[src/rtl/pspr_cfg.svh]
/*
 * Offsets, field positions and reset values of the port sideband and
 * prefetch register bank.
 * Assumes it is included by its bare name from files that need the numbers.
 */
`ifndef PSPR_CFG_SVH
`define PSPR_CFG_SVH

// Register offsets on the local register port.
`define PSPR_OFS_SB_OE 8'h08
`define PSPR_OFS_IND_OE 8'h09
`define PSPR_OFS_SB_VAL 8'h0a
`define PSPR_OFS_GATE 8'h0b
`define PSPR_OFS_EVT_SRC 8'h0c
`define PSPR_OFS_A2_ABS 8'h0d
`define PSPR_OFS_CLK_SEL 8'h0e
`define PSPR_OFS_PIN_STAT 8'h0f

// Reset values.
`define PSPR_RST_SB_OE 8'h00
`define PSPR_RST_IND_OE 8'hff
`define PSPR_RST_SB_VAL 8'h0f
`define PSPR_RST_GATE 8'hff
`define PSPR_RST_EVT_SRC 8'h00
`define PSPR_RST_A2_ABS 4'h0
`define PSPR_RST_CLK_SEL 3'h0

// Field positions: upper nibble and lower nibble of the per-port registers.
`define PSPR_HI_MSB 7
`define PSPR_HI_LSB 4
`define PSPR_LO_MSB 3
`define PSPR_LO_LSB 0

// Done-strobe pin function select field and its codes.
`define PSPR_CLK_SEL_MSB 7
`define PSPR_CLK_SEL_LSB 5
`define PSPR_CLK_SEL_DEFAULT 3'h0
`define PSPR_CLK_SEL_IND_CLK 3'h1

// Event prefetch source codes.
`define PSPR_SRC_OFF 2'h0
`define PSPR_SRC_TX_FAULT 2'h1
`define PSPR_SRC_ABSENT 2'h2
`define PSPR_SRC_RX_LOSS 2'h3

// Downstream device address that the absence bits hide.
`define PSPR_DEV_ADDR_A2 8'ha2

`endif

[src/rtl/pspr_pkg.sv]
/*
 * Types shared by the port sideband and prefetch register bank.
 * Assumes four downstream ports.
 */
package pspr_pkg;

    // Where a host access to a downstream port is to be served.
    typedef enum logic [2:0] {
        ROUTE_NONE,
        ROUTE_EVT_MEM,
        ROUTE_PER_MEM,
        ROUTE_FWD,
        ROUTE_NACK
    } pspr_route_t;

    // One host access presented for routing.
    typedef struct packed {
        logic valid;
        logic [1:0] port;
        logic in_evt_range;
        logic in_per_range;
        logic [7:0] dev_addr;
    } pspr_acc_t;

    // Module status inputs of the four ports, raw from the pins.
    typedef struct packed {
        logic [3:0] tx_fault;
        logic [3:0] module_absent_input;
        logic [3:0] receive_loss_input;
    } pspr_mod_in_t;

    // Per-port sideband outputs with their enables.
    typedef struct packed {
        logic [3:0] rate_select_or_low_power;
        logic [3:0] rate_select_or_low_power_oe;
        logic [3:0] tx_disable;
        logic [3:0] tx_disable_oe;
        logic [3:0] amber_indicator_oe;
        logic [3:0] green_indicator_oe;
    } pspr_sb_out_t;

endpackage

[src/rtl/pspr_top.sv]
/*
 * Port sideband and prefetch register bank of a quad port expander: output
 * enables for module sideband and indicator pins, values for the sideband pins only, prefetch gates,
 * event prefetch source selection, second-address masking, done-strobe pin
 * function select and a live pin status register.
 * Assumes a host interface slave drives the local register port in the same
 * clock domain, that prefetch engines report completion as one-cycle pulses,
 * and that the pads resolve the output enables.
 */
`timescale 1ns/1ns
`include "pspr_cfg.svh"

// How it works
// RL1 - Sideband output enables per port nibble.
// RL2 - Amber and green indicator output enables.
// RL3 - Output value register drives sideband outputs.
// RL4 - Event gate set forwards event range.
// RL5 - Event prefetch success clears event gate.
// RL6 - Rearm or disable sets event gate.
// RL7 - Overlap reads come from event memory.
// RL8 - Periodic gate forwards; success clears it.
// RL9 - Host sets periodic gate on range change.
// RL10 - Source codes: off, fault, absent, loss.
// RL11 - Two-bit source fields, port three highest.
// RL12 - Absence bit NACKs address A2 locally.
// RL13 - Select field routes indicator clock out.
// RL14 - Status bits show interface, sync, strobes.
// RL15 - Status low nibble shows general pins.
// RL16 - Port reset returns that port's prefetch gates to their reset value and clears its event level history.
// RL17 - Disabled output stays undriven, value ignored.
module pspr_top #(
    parameter int NUM_PORTS = 4
) (
    input wire logic REF_CLK,
    input wire logic ARST_N,
    input wire logic [7:0] REG_ADDR,
    input wire logic REG_WR,
    input wire logic [7:0] REG_WDATA,
    input wire logic REG_RD,
    output logic [7:0] REG_RDATA,
    input wire logic [3:0] PORT_RST,
    input wire pspr_pkg::pspr_mod_in_t MOD_IN,
    input wire logic [7:0] PIN_STAT_IN,
    input wire logic [3:0] EVT_PREFETCH_DONE,
    input wire logic [3:0] PER_PREFETCH_DONE,
    input wire pspr_pkg::pspr_acc_t ACC,
    output pspr_pkg::pspr_route_t ACC_ROUTE,
    output logic ACC_ROUTE_VALID,
    output logic [3:0] EVT_PREFETCH_START,
    output pspr_pkg::pspr_sb_out_t SB_OUT,
    input wire logic INDICATOR_CLK,
    input wire logic DONE_FUNC_O,
    input wire logic DONE_FUNC_OE,
    output logic DONE_PIN_O,
    output logic DONE_PIN_OE
);
    import pspr_pkg::*;

    initial begin
        if (NUM_PORTS != 4) begin
            $error("pspr_top: the register layout serves exactly four ports.");
        end
    end

    localparam int SYNC_W = 20;

    // Gate reset value, event gates in the upper nibble and periodic gates in the lower.
    localparam logic [7:0] GATE_RST = `PSPR_RST_GATE;

    // Register state.
    logic [7:0] sb_oe_r, sb_oe_nxt;
    logic [7:0] ind_oe_r, ind_oe_nxt;
    logic [7:0] sb_val_r, sb_val_nxt;
    logic [3:0] evt_gate_r, evt_gate_nxt;
    logic [3:0] per_gate_r, per_gate_nxt;
    logic [7:0] evt_src_r, evt_src_nxt;
    logic [3:0] a2_abs_r, a2_abs_nxt;
    logic [2:0] clk_sel_r, clk_sel_nxt;
    logic [7:0] rdata_r, rdata_nxt;

    // Event trigger state.
    logic [3:0] evt_lvl_prev_r, evt_lvl_prev_nxt;
    logic [3:0] evt_start_r, evt_start_nxt;

    // Output state.
    pspr_route_t route_r, route_nxt;
    logic route_vld_r, route_vld_nxt;
    pspr_sb_out_t sb_out_r, sb_out_nxt;
    logic done_o_r, done_o_nxt;
    logic done_oe_r, done_oe_nxt;

    // Conditioned pin levels.
    logic [SYNC_W-1:0] sync_in;
    logic [SYNC_W-1:0] sync_lvl;
    logic [3:0] tx_fault_lvl, absent_lvl, rx_loss_lvl;
    logic [7:0] pin_stat_lvl;
    logic [3:0] evt_lvl;

    assign sync_in = {PIN_STAT_IN, MOD_IN.tx_fault, MOD_IN.module_absent_input, MOD_IN.receive_loss_input};

    // All pin inputs pass the three-stage conditioner.
    pspr_pin_sync #(
        .WIDTH(SYNC_W)
    ) u_sync (
        .clk(REF_CLK),
        .arst_n(ARST_N),
        .pin_in(sync_in),
        .level_out(sync_lvl)
    );

    assign pin_stat_lvl = sync_lvl[19:12];
    assign tx_fault_lvl = sync_lvl[11:8];
    assign absent_lvl = sync_lvl[7:4];
    assign rx_loss_lvl = sync_lvl[3:0];

    // Per port, pick the event source level from the two-bit field.
    genvar p;
    generate
        for (p = 0; p < 4; p++) begin : g_src
            always_comb begin
                case (evt_src_r[2*p +: 2]) // [RL11]
                    `PSPR_SRC_TX_FAULT: evt_lvl[p] = tx_fault_lvl[p]; // [RL10]
                    `PSPR_SRC_ABSENT: evt_lvl[p] = absent_lvl[p]; // [RL10]
                    `PSPR_SRC_RX_LOSS: evt_lvl[p] = rx_loss_lvl[p]; // [RL10]
                    default: evt_lvl[p] = 1'b0; // [RL10]
                endcase
            end
        end
    endgenerate

    // Register writes, gate updates and event triggering.
    always_comb begin
        logic wr_src;
        logic [3:0] src_changed;
        logic [3:0] rearm;
        wr_src = REG_WR && (REG_ADDR == `PSPR_OFS_EVT_SRC);
        src_changed = '0;
        rearm = '0;
        sb_oe_nxt = sb_oe_r;
        ind_oe_nxt = ind_oe_r;
        sb_val_nxt = sb_val_r;
        evt_src_nxt = evt_src_r;
        a2_abs_nxt = a2_abs_r;
        clk_sel_nxt = clk_sel_r;
        per_gate_nxt = per_gate_r & ~PER_PREFETCH_DONE; // [RL8]
        if (REG_WR) begin
            case (REG_ADDR)
                `PSPR_OFS_SB_OE: sb_oe_nxt = REG_WDATA; // [RL1]
                `PSPR_OFS_IND_OE: ind_oe_nxt = REG_WDATA; // [RL2]
                `PSPR_OFS_SB_VAL: sb_val_nxt = REG_WDATA; // [RL3]
                `PSPR_OFS_GATE: per_gate_nxt = REG_WDATA[`PSPR_LO_MSB:`PSPR_LO_LSB]; // [RL9]
                `PSPR_OFS_EVT_SRC: evt_src_nxt = REG_WDATA;
                `PSPR_OFS_A2_ABS: a2_abs_nxt = REG_WDATA[`PSPR_LO_MSB:`PSPR_LO_LSB];
                `PSPR_OFS_CLK_SEL: clk_sel_nxt = REG_WDATA[`PSPR_CLK_SEL_MSB:`PSPR_CLK_SEL_LSB];
                default: begin
                end
            endcase
        end
        for (int i = 0; i < 4; i++) begin
            if (wr_src && (REG_WDATA[2*i +: 2] != evt_src_r[2*i +: 2])) begin
                src_changed[i] = 1'b1;
            end
        end
        // A rising source level re-arms the event prefetch of that port.
        evt_lvl_prev_nxt = evt_lvl;
        evt_start_nxt = evt_lvl & ~evt_lvl_prev_r & ~PORT_RST;
        rearm = evt_start_nxt | src_changed;
        // Setting wins over a completion in the same cycle.
        evt_gate_nxt = (evt_gate_r & ~EVT_PREFETCH_DONE) | rearm; // [RL5] [RL6]
        // A port held in reset returns to its reset prefetch state.
        for (int i = 0; i < 4; i++) begin
            if (PORT_RST[i]) begin
                evt_gate_nxt[i] = GATE_RST[i + 4]; // [RL16]
                per_gate_nxt[i] = GATE_RST[i]; // [RL16]
                evt_lvl_prev_nxt[i] = 1'b0; // [RL16]
            end
        end
    end

    // Read data, captured on a read strobe.
    always_comb begin
        rdata_nxt = rdata_r;
        if (REG_RD) begin
            case (REG_ADDR)
                `PSPR_OFS_SB_OE: rdata_nxt = sb_oe_r;
                `PSPR_OFS_IND_OE: rdata_nxt = ind_oe_r;
                `PSPR_OFS_SB_VAL: rdata_nxt = sb_val_r;
                `PSPR_OFS_GATE: rdata_nxt = {evt_gate_r, per_gate_r};
                `PSPR_OFS_EVT_SRC: rdata_nxt = evt_src_r;
                `PSPR_OFS_A2_ABS: rdata_nxt = {4'h0, a2_abs_r};
                `PSPR_OFS_CLK_SEL: rdata_nxt = {clk_sel_r, 5'h00};
                `PSPR_OFS_PIN_STAT: rdata_nxt = pin_stat_lvl; // [RL14] [RL15]
                default: rdata_nxt = 8'h00;
            endcase
        end
    end

    // Route a host access: masked address, then event range, then periodic.
    always_comb begin
        logic [1:0] pt;
        pt = ACC.port;
        route_vld_nxt = ACC.valid;
        route_nxt = ROUTE_NONE;
        if (ACC.valid) begin
            if (a2_abs_r[pt] && (ACC.dev_addr == `PSPR_DEV_ADDR_A2)) begin
                route_nxt = ROUTE_NACK; // [RL12]
            end else if (ACC.in_evt_range && (evt_src_r[2*pt +: 2] != `PSPR_SRC_OFF)) begin
                route_nxt = evt_gate_r[pt] ? ROUTE_FWD : ROUTE_EVT_MEM; // [RL4] [RL7]
            end else if (ACC.in_per_range) begin
                route_nxt = per_gate_r[pt] ? ROUTE_FWD : ROUTE_PER_MEM; // [RL8]
            end else begin
                route_nxt = ROUTE_FWD;
            end
        end
    end

    // Pin outputs; a disabled output drives low with its enable off.
    always_comb begin
        sb_out_nxt.rate_select_or_low_power_oe = sb_oe_r[`PSPR_HI_MSB:`PSPR_HI_LSB]; // [RL1]
        sb_out_nxt.tx_disable_oe = sb_oe_r[`PSPR_LO_MSB:`PSPR_LO_LSB]; // [RL1]
        sb_out_nxt.amber_indicator_oe = ind_oe_r[`PSPR_HI_MSB:`PSPR_HI_LSB]; // [RL2]
        sb_out_nxt.green_indicator_oe = ind_oe_r[`PSPR_LO_MSB:`PSPR_LO_LSB]; // [RL2]
        sb_out_nxt.rate_select_or_low_power = sb_val_r[`PSPR_HI_MSB:`PSPR_HI_LSB]
            & sb_oe_r[`PSPR_HI_MSB:`PSPR_HI_LSB]; // [RL3] [RL17]
        sb_out_nxt.tx_disable = sb_val_r[`PSPR_LO_MSB:`PSPR_LO_LSB]
            & sb_oe_r[`PSPR_LO_MSB:`PSPR_LO_LSB]; // [RL3] [RL17]
        if (clk_sel_r == `PSPR_CLK_SEL_IND_CLK) begin
            done_o_nxt = INDICATOR_CLK; // [RL13]
            done_oe_nxt = 1'b1; // [RL13]
        end else begin
            done_o_nxt = DONE_FUNC_O & DONE_FUNC_OE; // [RL13]
            done_oe_nxt = DONE_FUNC_OE; // [RL13]
        end
    end

    // Register bank, gate and event trigger state.
    always_ff @(posedge REF_CLK or negedge ARST_N) begin
        if (!ARST_N) begin
            sb_oe_r <= `PSPR_RST_SB_OE;
            ind_oe_r <= `PSPR_RST_IND_OE;
            sb_val_r <= `PSPR_RST_SB_VAL;
            evt_gate_r <= GATE_RST[`PSPR_HI_MSB:`PSPR_HI_LSB];
            per_gate_r <= GATE_RST[`PSPR_LO_MSB:`PSPR_LO_LSB];
            evt_src_r <= `PSPR_RST_EVT_SRC;
            a2_abs_r <= `PSPR_RST_A2_ABS;
            clk_sel_r <= `PSPR_RST_CLK_SEL;
            evt_lvl_prev_r <= 4'h0;
            evt_start_r <= 4'h0;
        end else begin
            sb_oe_r <= sb_oe_nxt;
            ind_oe_r <= ind_oe_nxt;
            sb_val_r <= sb_val_nxt;
            evt_gate_r <= evt_gate_nxt;
            per_gate_r <= per_gate_nxt;
            evt_src_r <= evt_src_nxt;
            a2_abs_r <= a2_abs_nxt;
            clk_sel_r <= clk_sel_nxt;
            evt_lvl_prev_r <= evt_lvl_prev_nxt;
            evt_start_r <= evt_start_nxt;
        end
    end

    // Read data register; it holds between read strobes.
    always_ff @(posedge REF_CLK or negedge ARST_N) begin
        if (!ARST_N) begin
            rdata_r <= 8'h00;
        end else begin
            rdata_r <= rdata_nxt;
        end
    end

    // Routing answer, one cycle after the access.
    always_ff @(posedge REF_CLK or negedge ARST_N) begin
        if (!ARST_N) begin
            route_r <= ROUTE_NONE;
            route_vld_r <= 1'b0;
        end else begin
            route_r <= route_nxt;
            route_vld_r <= route_vld_nxt;
        end
    end

    // Pin drive registers, so the pads see no combinational glitches.
    always_ff @(posedge REF_CLK or negedge ARST_N) begin
        if (!ARST_N) begin
            sb_out_r <= '0;
            done_o_r <= 1'b0;
            done_oe_r <= 1'b0;
        end else begin
            sb_out_r <= sb_out_nxt;
            done_o_r <= done_o_nxt;
            done_oe_r <= done_oe_nxt;
        end
    end

    assign REG_RDATA = rdata_r;
    assign ACC_ROUTE = route_r;
    assign ACC_ROUTE_VALID = route_vld_r;
    assign EVT_PREFETCH_START = evt_start_r;
    assign SB_OUT = sb_out_r;
    assign DONE_PIN_O = done_o_r;
    assign DONE_PIN_OE = done_oe_r;

endmodule

[src/rtl/pspr_pin_sync.sv]
/*
 * Pin input conditioner: three stage flip-flops and a level flip-flop per bit, and the output level only
 * changes once the second and third stage agree.
 * Assumes the inputs are asynchronous to clk.
 */
`timescale 1ns/1ns
module pspr_pin_sync #(
    parameter int WIDTH = 20
) (
    input wire logic clk,
    input wire logic arst_n,
    input wire logic [WIDTH-1:0] pin_in,
    output logic [WIDTH-1:0] level_out
);

    initial begin
        if (WIDTH < 1) begin
            $error("pspr_pin_sync: WIDTH must be at least 1.");
        end
    end

    logic [WIDTH-1:0] s1_r, s2_r, s3_r, lvl_r;
    logic [WIDTH-1:0] lvl_nxt;

    // Per bit, accept the new level only when stages two and three agree.
    genvar i;
    generate
        for (i = 0; i < WIDTH; i++) begin : g_bit
            always_comb begin
                lvl_nxt[i] = (s2_r[i] == s3_r[i]) ? s3_r[i] : lvl_r[i];
            end
        end
    endgenerate

    // Stage registers; the first stage feeds only the second.
    always_ff @(posedge clk or negedge arst_n) begin
        if (!arst_n) begin
            s1_r <= '0;
            s2_r <= '0;
            s3_r <= '0;
            lvl_r <= '0;
        end else begin
            s1_r <= pin_in;
            s2_r <= s1_r;
            s3_r <= s2_r;
            lvl_r <= lvl_nxt;
        end
    end

    assign level_out = lvl_r;

endmodule

[config.mk]
export PLATFORM = sky130hd
export DESIGN_NAME = pspr_top
export DESIGN_NICKNAME = d
export VERILOG_FILES = /design/src/rtl/pspr_pkg.sv /design/src/rtl/pspr_top.sv /design/src/rtl/pspr_pin_sync.sv
export VERILOG_INCLUDE_DIRS = /design/src /design/src/rtl
export SDC_FILE = /design/constraint.sdc
export NUM_CORES = 1
export LEC_CHECK = 0
export BUFFER_PORTS_ARGS = -buffer_cell sky130_fd_sc_hd__buf_4
export CORE_UTILIZATION = 55
export DETAILED_ROUTE_END_ITERATION = 10
export PLACE_DENSITY = 0.88
export SLEW_MARGIN = 10
export SYNTH_ARGS = -nofsm -noshare
export SYNTH_HDL_FRONTEND = slang
export SYNTH_HIERARCHICAL = 1
export SYNTH_SLANG_ARGS = --single-unit
[constraint.sdc]
create_clock -name REF_CLK -period 3.68 [get_ports REF_CLK]
set_input_delay 0.736 -clock REF_CLK [delete_from_list [all_inputs] [get_ports REF_CLK]]
set_output_delay 0.736 -clock REF_CLK [all_outputs]
set_load 0.05 [all_outputs]
==> summary.md <==
| Metric | Value |
|---|---|
| Most frequent cells in the layout | `153 x dfrtp_1, 109 x buf_4, 47 x mux2_2, 20 x dfstp_2, 20 x maj3_2` |
| Die W | `109.9 um` |
| Mapped cell area | `6400 um2` |
| Setup Buffers After CTS | `0` |
| Largest net degree at the start of global routing | `79` |
| Slowest CP cell | `nor3_2` |
| Clock slew at reported path FFs | `60 ps` |
| Count of final hold-check violations | `0` |
| Detailed-route via count | `3800` |
| GPL Wtd Cong | `0.8229` |
| Power Density | `533.7 nW/um2` |
| Unrepaired setup endpoints after global routing | `false` |
| Overall routed net length | `13200 um` |
| Setup TNS | `0 ps` |
| Pins Over Slew Limit | `0` |
| # resized after CTS | `0` |
| FFs w/ async S/R, synth | `100.0%` |
| # port buffers | `109` |
| Non-Filler Instances | `689` |
| # H-tree levels | `4` |
| TritonCTS clock tree | `done` |
| Crit. End Element | `register` |
| Pre-CTS setup slack | `1103 ps` |
| Slew @ Worst Pin | `692.7 ps` |
| HP Class | `in2async` |
| Die height | `109.9 um` |
| Outcome | `complete, no violations` |
| Antenna violations before repair | `0` |
| Pre-antenna DRT Iters | `4` |
| Worst rel slew slack | `53.39%` |
| 1st-iter DRT viols | `216` |
| Post-synth EDFFs | `0` |
| Placement Rows | `39` |
| Reg2Reg Setup Slack | `2000 ps` |
| Crit-path cells | `buf_4 -> nor3b_1 -> nand3_1 -> nor3_2 -> mux2_2` |
| HPWL Detailed | `9292 um` |
| Data arrival at the endpoint of the critical path | `2430 ps` |
| Crit path max fanout | `8` |
| Grt total ovfl | `0` |
| Clock tree sinks | `173` |
| Diode count | `0` |
| Worst Skew | `10.25 ps` |
| Fmax | `469.7 MHz` |
| CTS Buffer Depth | `2` |
| Initial Util | `56.29%` |
| Wire per inst | `19.16 um` |
| DRC violations left | `0` |
| #FFs+latches synth | `173` |
| Placed cell count | `657` |
| Setup ws final | `1551 ps` |
| Met1 usage | `29.49%` |
| GRT Total Usage | `23.94%` |
| Leak | `0.003750 uW` |
| Skew-Pair Late Insertion Delay | `430 ps` |
| Root Buffer | `clkbuf_16` |
| Post-synthesis sequential area ratio | `68.04%` |
| Worst Path Required | `3980 ps` |
| ANT nets after route | `0` |
| Share of cells above drive strength 1 | `44.69%` |
| Global-route wire length before repair | `20530 um` |
| Layer carrying the most global-route usage | `met2` |
| Final setup fails | `0` |
| WS Path Type | `in2reg` |
| Slowest stage delay, CP | `560 ps` |
| GR Layer Usage met3 | `5.987%` |
| Warnings from Yosys | `6` |
| Number of vias per cell | `5.515` |
| GR Layer Usage met2 | `39.78%` |
| Most common cell after layout, fill and taps aside | `dfrtp_1` |
| Mean Syn Cell Area | `15.35 um2` |
| Peak supply drop | `0.0004736 V` |
| Fin nets | `601` |
| Max-Cap Viols | `0` |
| Post-layout min period | `2129 ps` |
| Total CTS buffers | `17` |
| Number of global-route vias before repair | `3894` |
| I/O Pins | `110` |
| Top FF cell, synth | `dfrtp_1` |
| Area Growth Syn to Fin | `24.50%` |
| Synth Instances | `417` |
| Core area | `11370 um2` |
| Type of origin of the critical path | `input pin` |
| Hold Buf Count CTS | `0` |
| Synth cell types | `48` |
| Syn Nets | `485` |
| DIE AREA | `12070 um2` |
| Crit share post-route | `57.86%` |
power breakdown:
part	internal, uW	total, uW	switching [uW]
clock	1140	1840	699
sequential	2010	2070	64.9
combinational	154	338	183
state kept, by name, summed over array words and instances, names as in the netlist, 3 cells and up:
name and count:
SB_OUT 24, u_sync/level_out 20, u_sync/s1_r 20, u_sync/s2_r 20, u_sync/s3_r 20, REG_RDATA 8, evt_src_r 8, ind_oe_r 8
sb_oe_r 8, sb_val_r 8, EVT_PREFETCH_START 4, a2_abs_r 4, evt_gate_r 4, evt_lvl_prev_r 4, per_gate_r 4, ACC_ROUTE 3
clk_sel_r 3
per-stage QoR:
step	util [%]	hold WS, ps	cell area [um2]	total power, uW
2_1_floorplan	-	331.2	6400	2267
3_3_place_gp	64.62	331.3	7347	2427
3_5_place_dp	64.62	334.7	7347	2446
4_1_cts	70.08	348.1	7968	4287
5_1_grt	70.08	351.2	7968	4406
6_report	70.08	343.3	7968	4252
area by class of cell:
cell class,count,area [um2]
clock inverters,9,132.6
fillers,751,3402
clock buffers,23,488.0
flip-flops and latches,173,4354
multi-input cells,216,1912
inverters,14,52.55
repair buffers,111,849.6
well taps,143,178.9
worst paths after layout:
kind,endpoint,cells after the start,start
max,sb_oe_r[5],5,REG_ADDR[7]
min,u_sync/s3_r[13],1,ARST_N
max reg2reg,ACC_ROUTE[0],4,evt_src_r[6]
min reg2reg,u_sync/s2_r[11],0,u_sync/s1_r[11]
max in group asynchronous,u_sync/s1_r[3],2,ARST_N
min in group REF_CLK,u_sync/s2_r[11],0,u_sync/s1_r[11]
logic make-up (layout without fill, tap and decap cells):
| group | Yosys count | count (layout) | synth area share (%) |
|---|---|---|---|
| AOI/OAI and AO/OA | 41 | 41 | 4.340 |
| xor gates and xnor gates | 8 | 8 | 1.095 |
| adders and majority gates | 20 | 20 | 3.519 |
| buffers and inverters | 28 | 157 | 2.092 |
| DFF | 173 | 173 | 68.04 |
| muxes | 72 | 72 | 13.35 |
| and+or+nand+nor | 75 | 75 | 7.566 |
worst max-delay path, delay by kind of cell:
kind | cells | cell delay [ps]
simple gates | 3 | 1160
mux | 1 | 420
buf+inv | 1 | 120
synth_stat cells (4+ instances only):
master | number | area, um2
maj3_2 | 20 | 225.2
a211o_1 | 4 | 35.03
xor2_1 | 8 | 70.07
nand2_1 | 10 | 37.54
nand3b_1 | 7 | 52.55
nor2b_1 | 4 | 25.02
nor3b_1 | 11 | 82.58
a22o_1 | 4 | 35.03
a21oi_1 | 8 | 40.04
nor3_1 | 7 | 35.03
o22ai_1 | 5 | 31.28
inv_1 | 13 | 48.80
and2_1 | 8 | 50.05
o21ai_0 | 10 | 50.05
mux2_2 | 47 | 529.3
dfstp_2 | 20 | 525.5
mux2i_1 | 19 | 190.2
buf_2 | 5 | 25.02
nor2_1 | 5 | 18.77
clkbuf_1 | 5 | 18.77
mux4_2 | 6 | 135.1
nand3_1 | 4 | 20.02
dfrtp_1 | 153 | 3829
per-layer routing:
metal  vias to the layer above  part of all wire (%)
met5                         -                     0
met4                         0                   2.7
met3                        28                   5.5
met2                       129                    51
met1                      1928                    41
li1                       1715                     -
No activity file was read; power rests on OpenSTA's default activity.
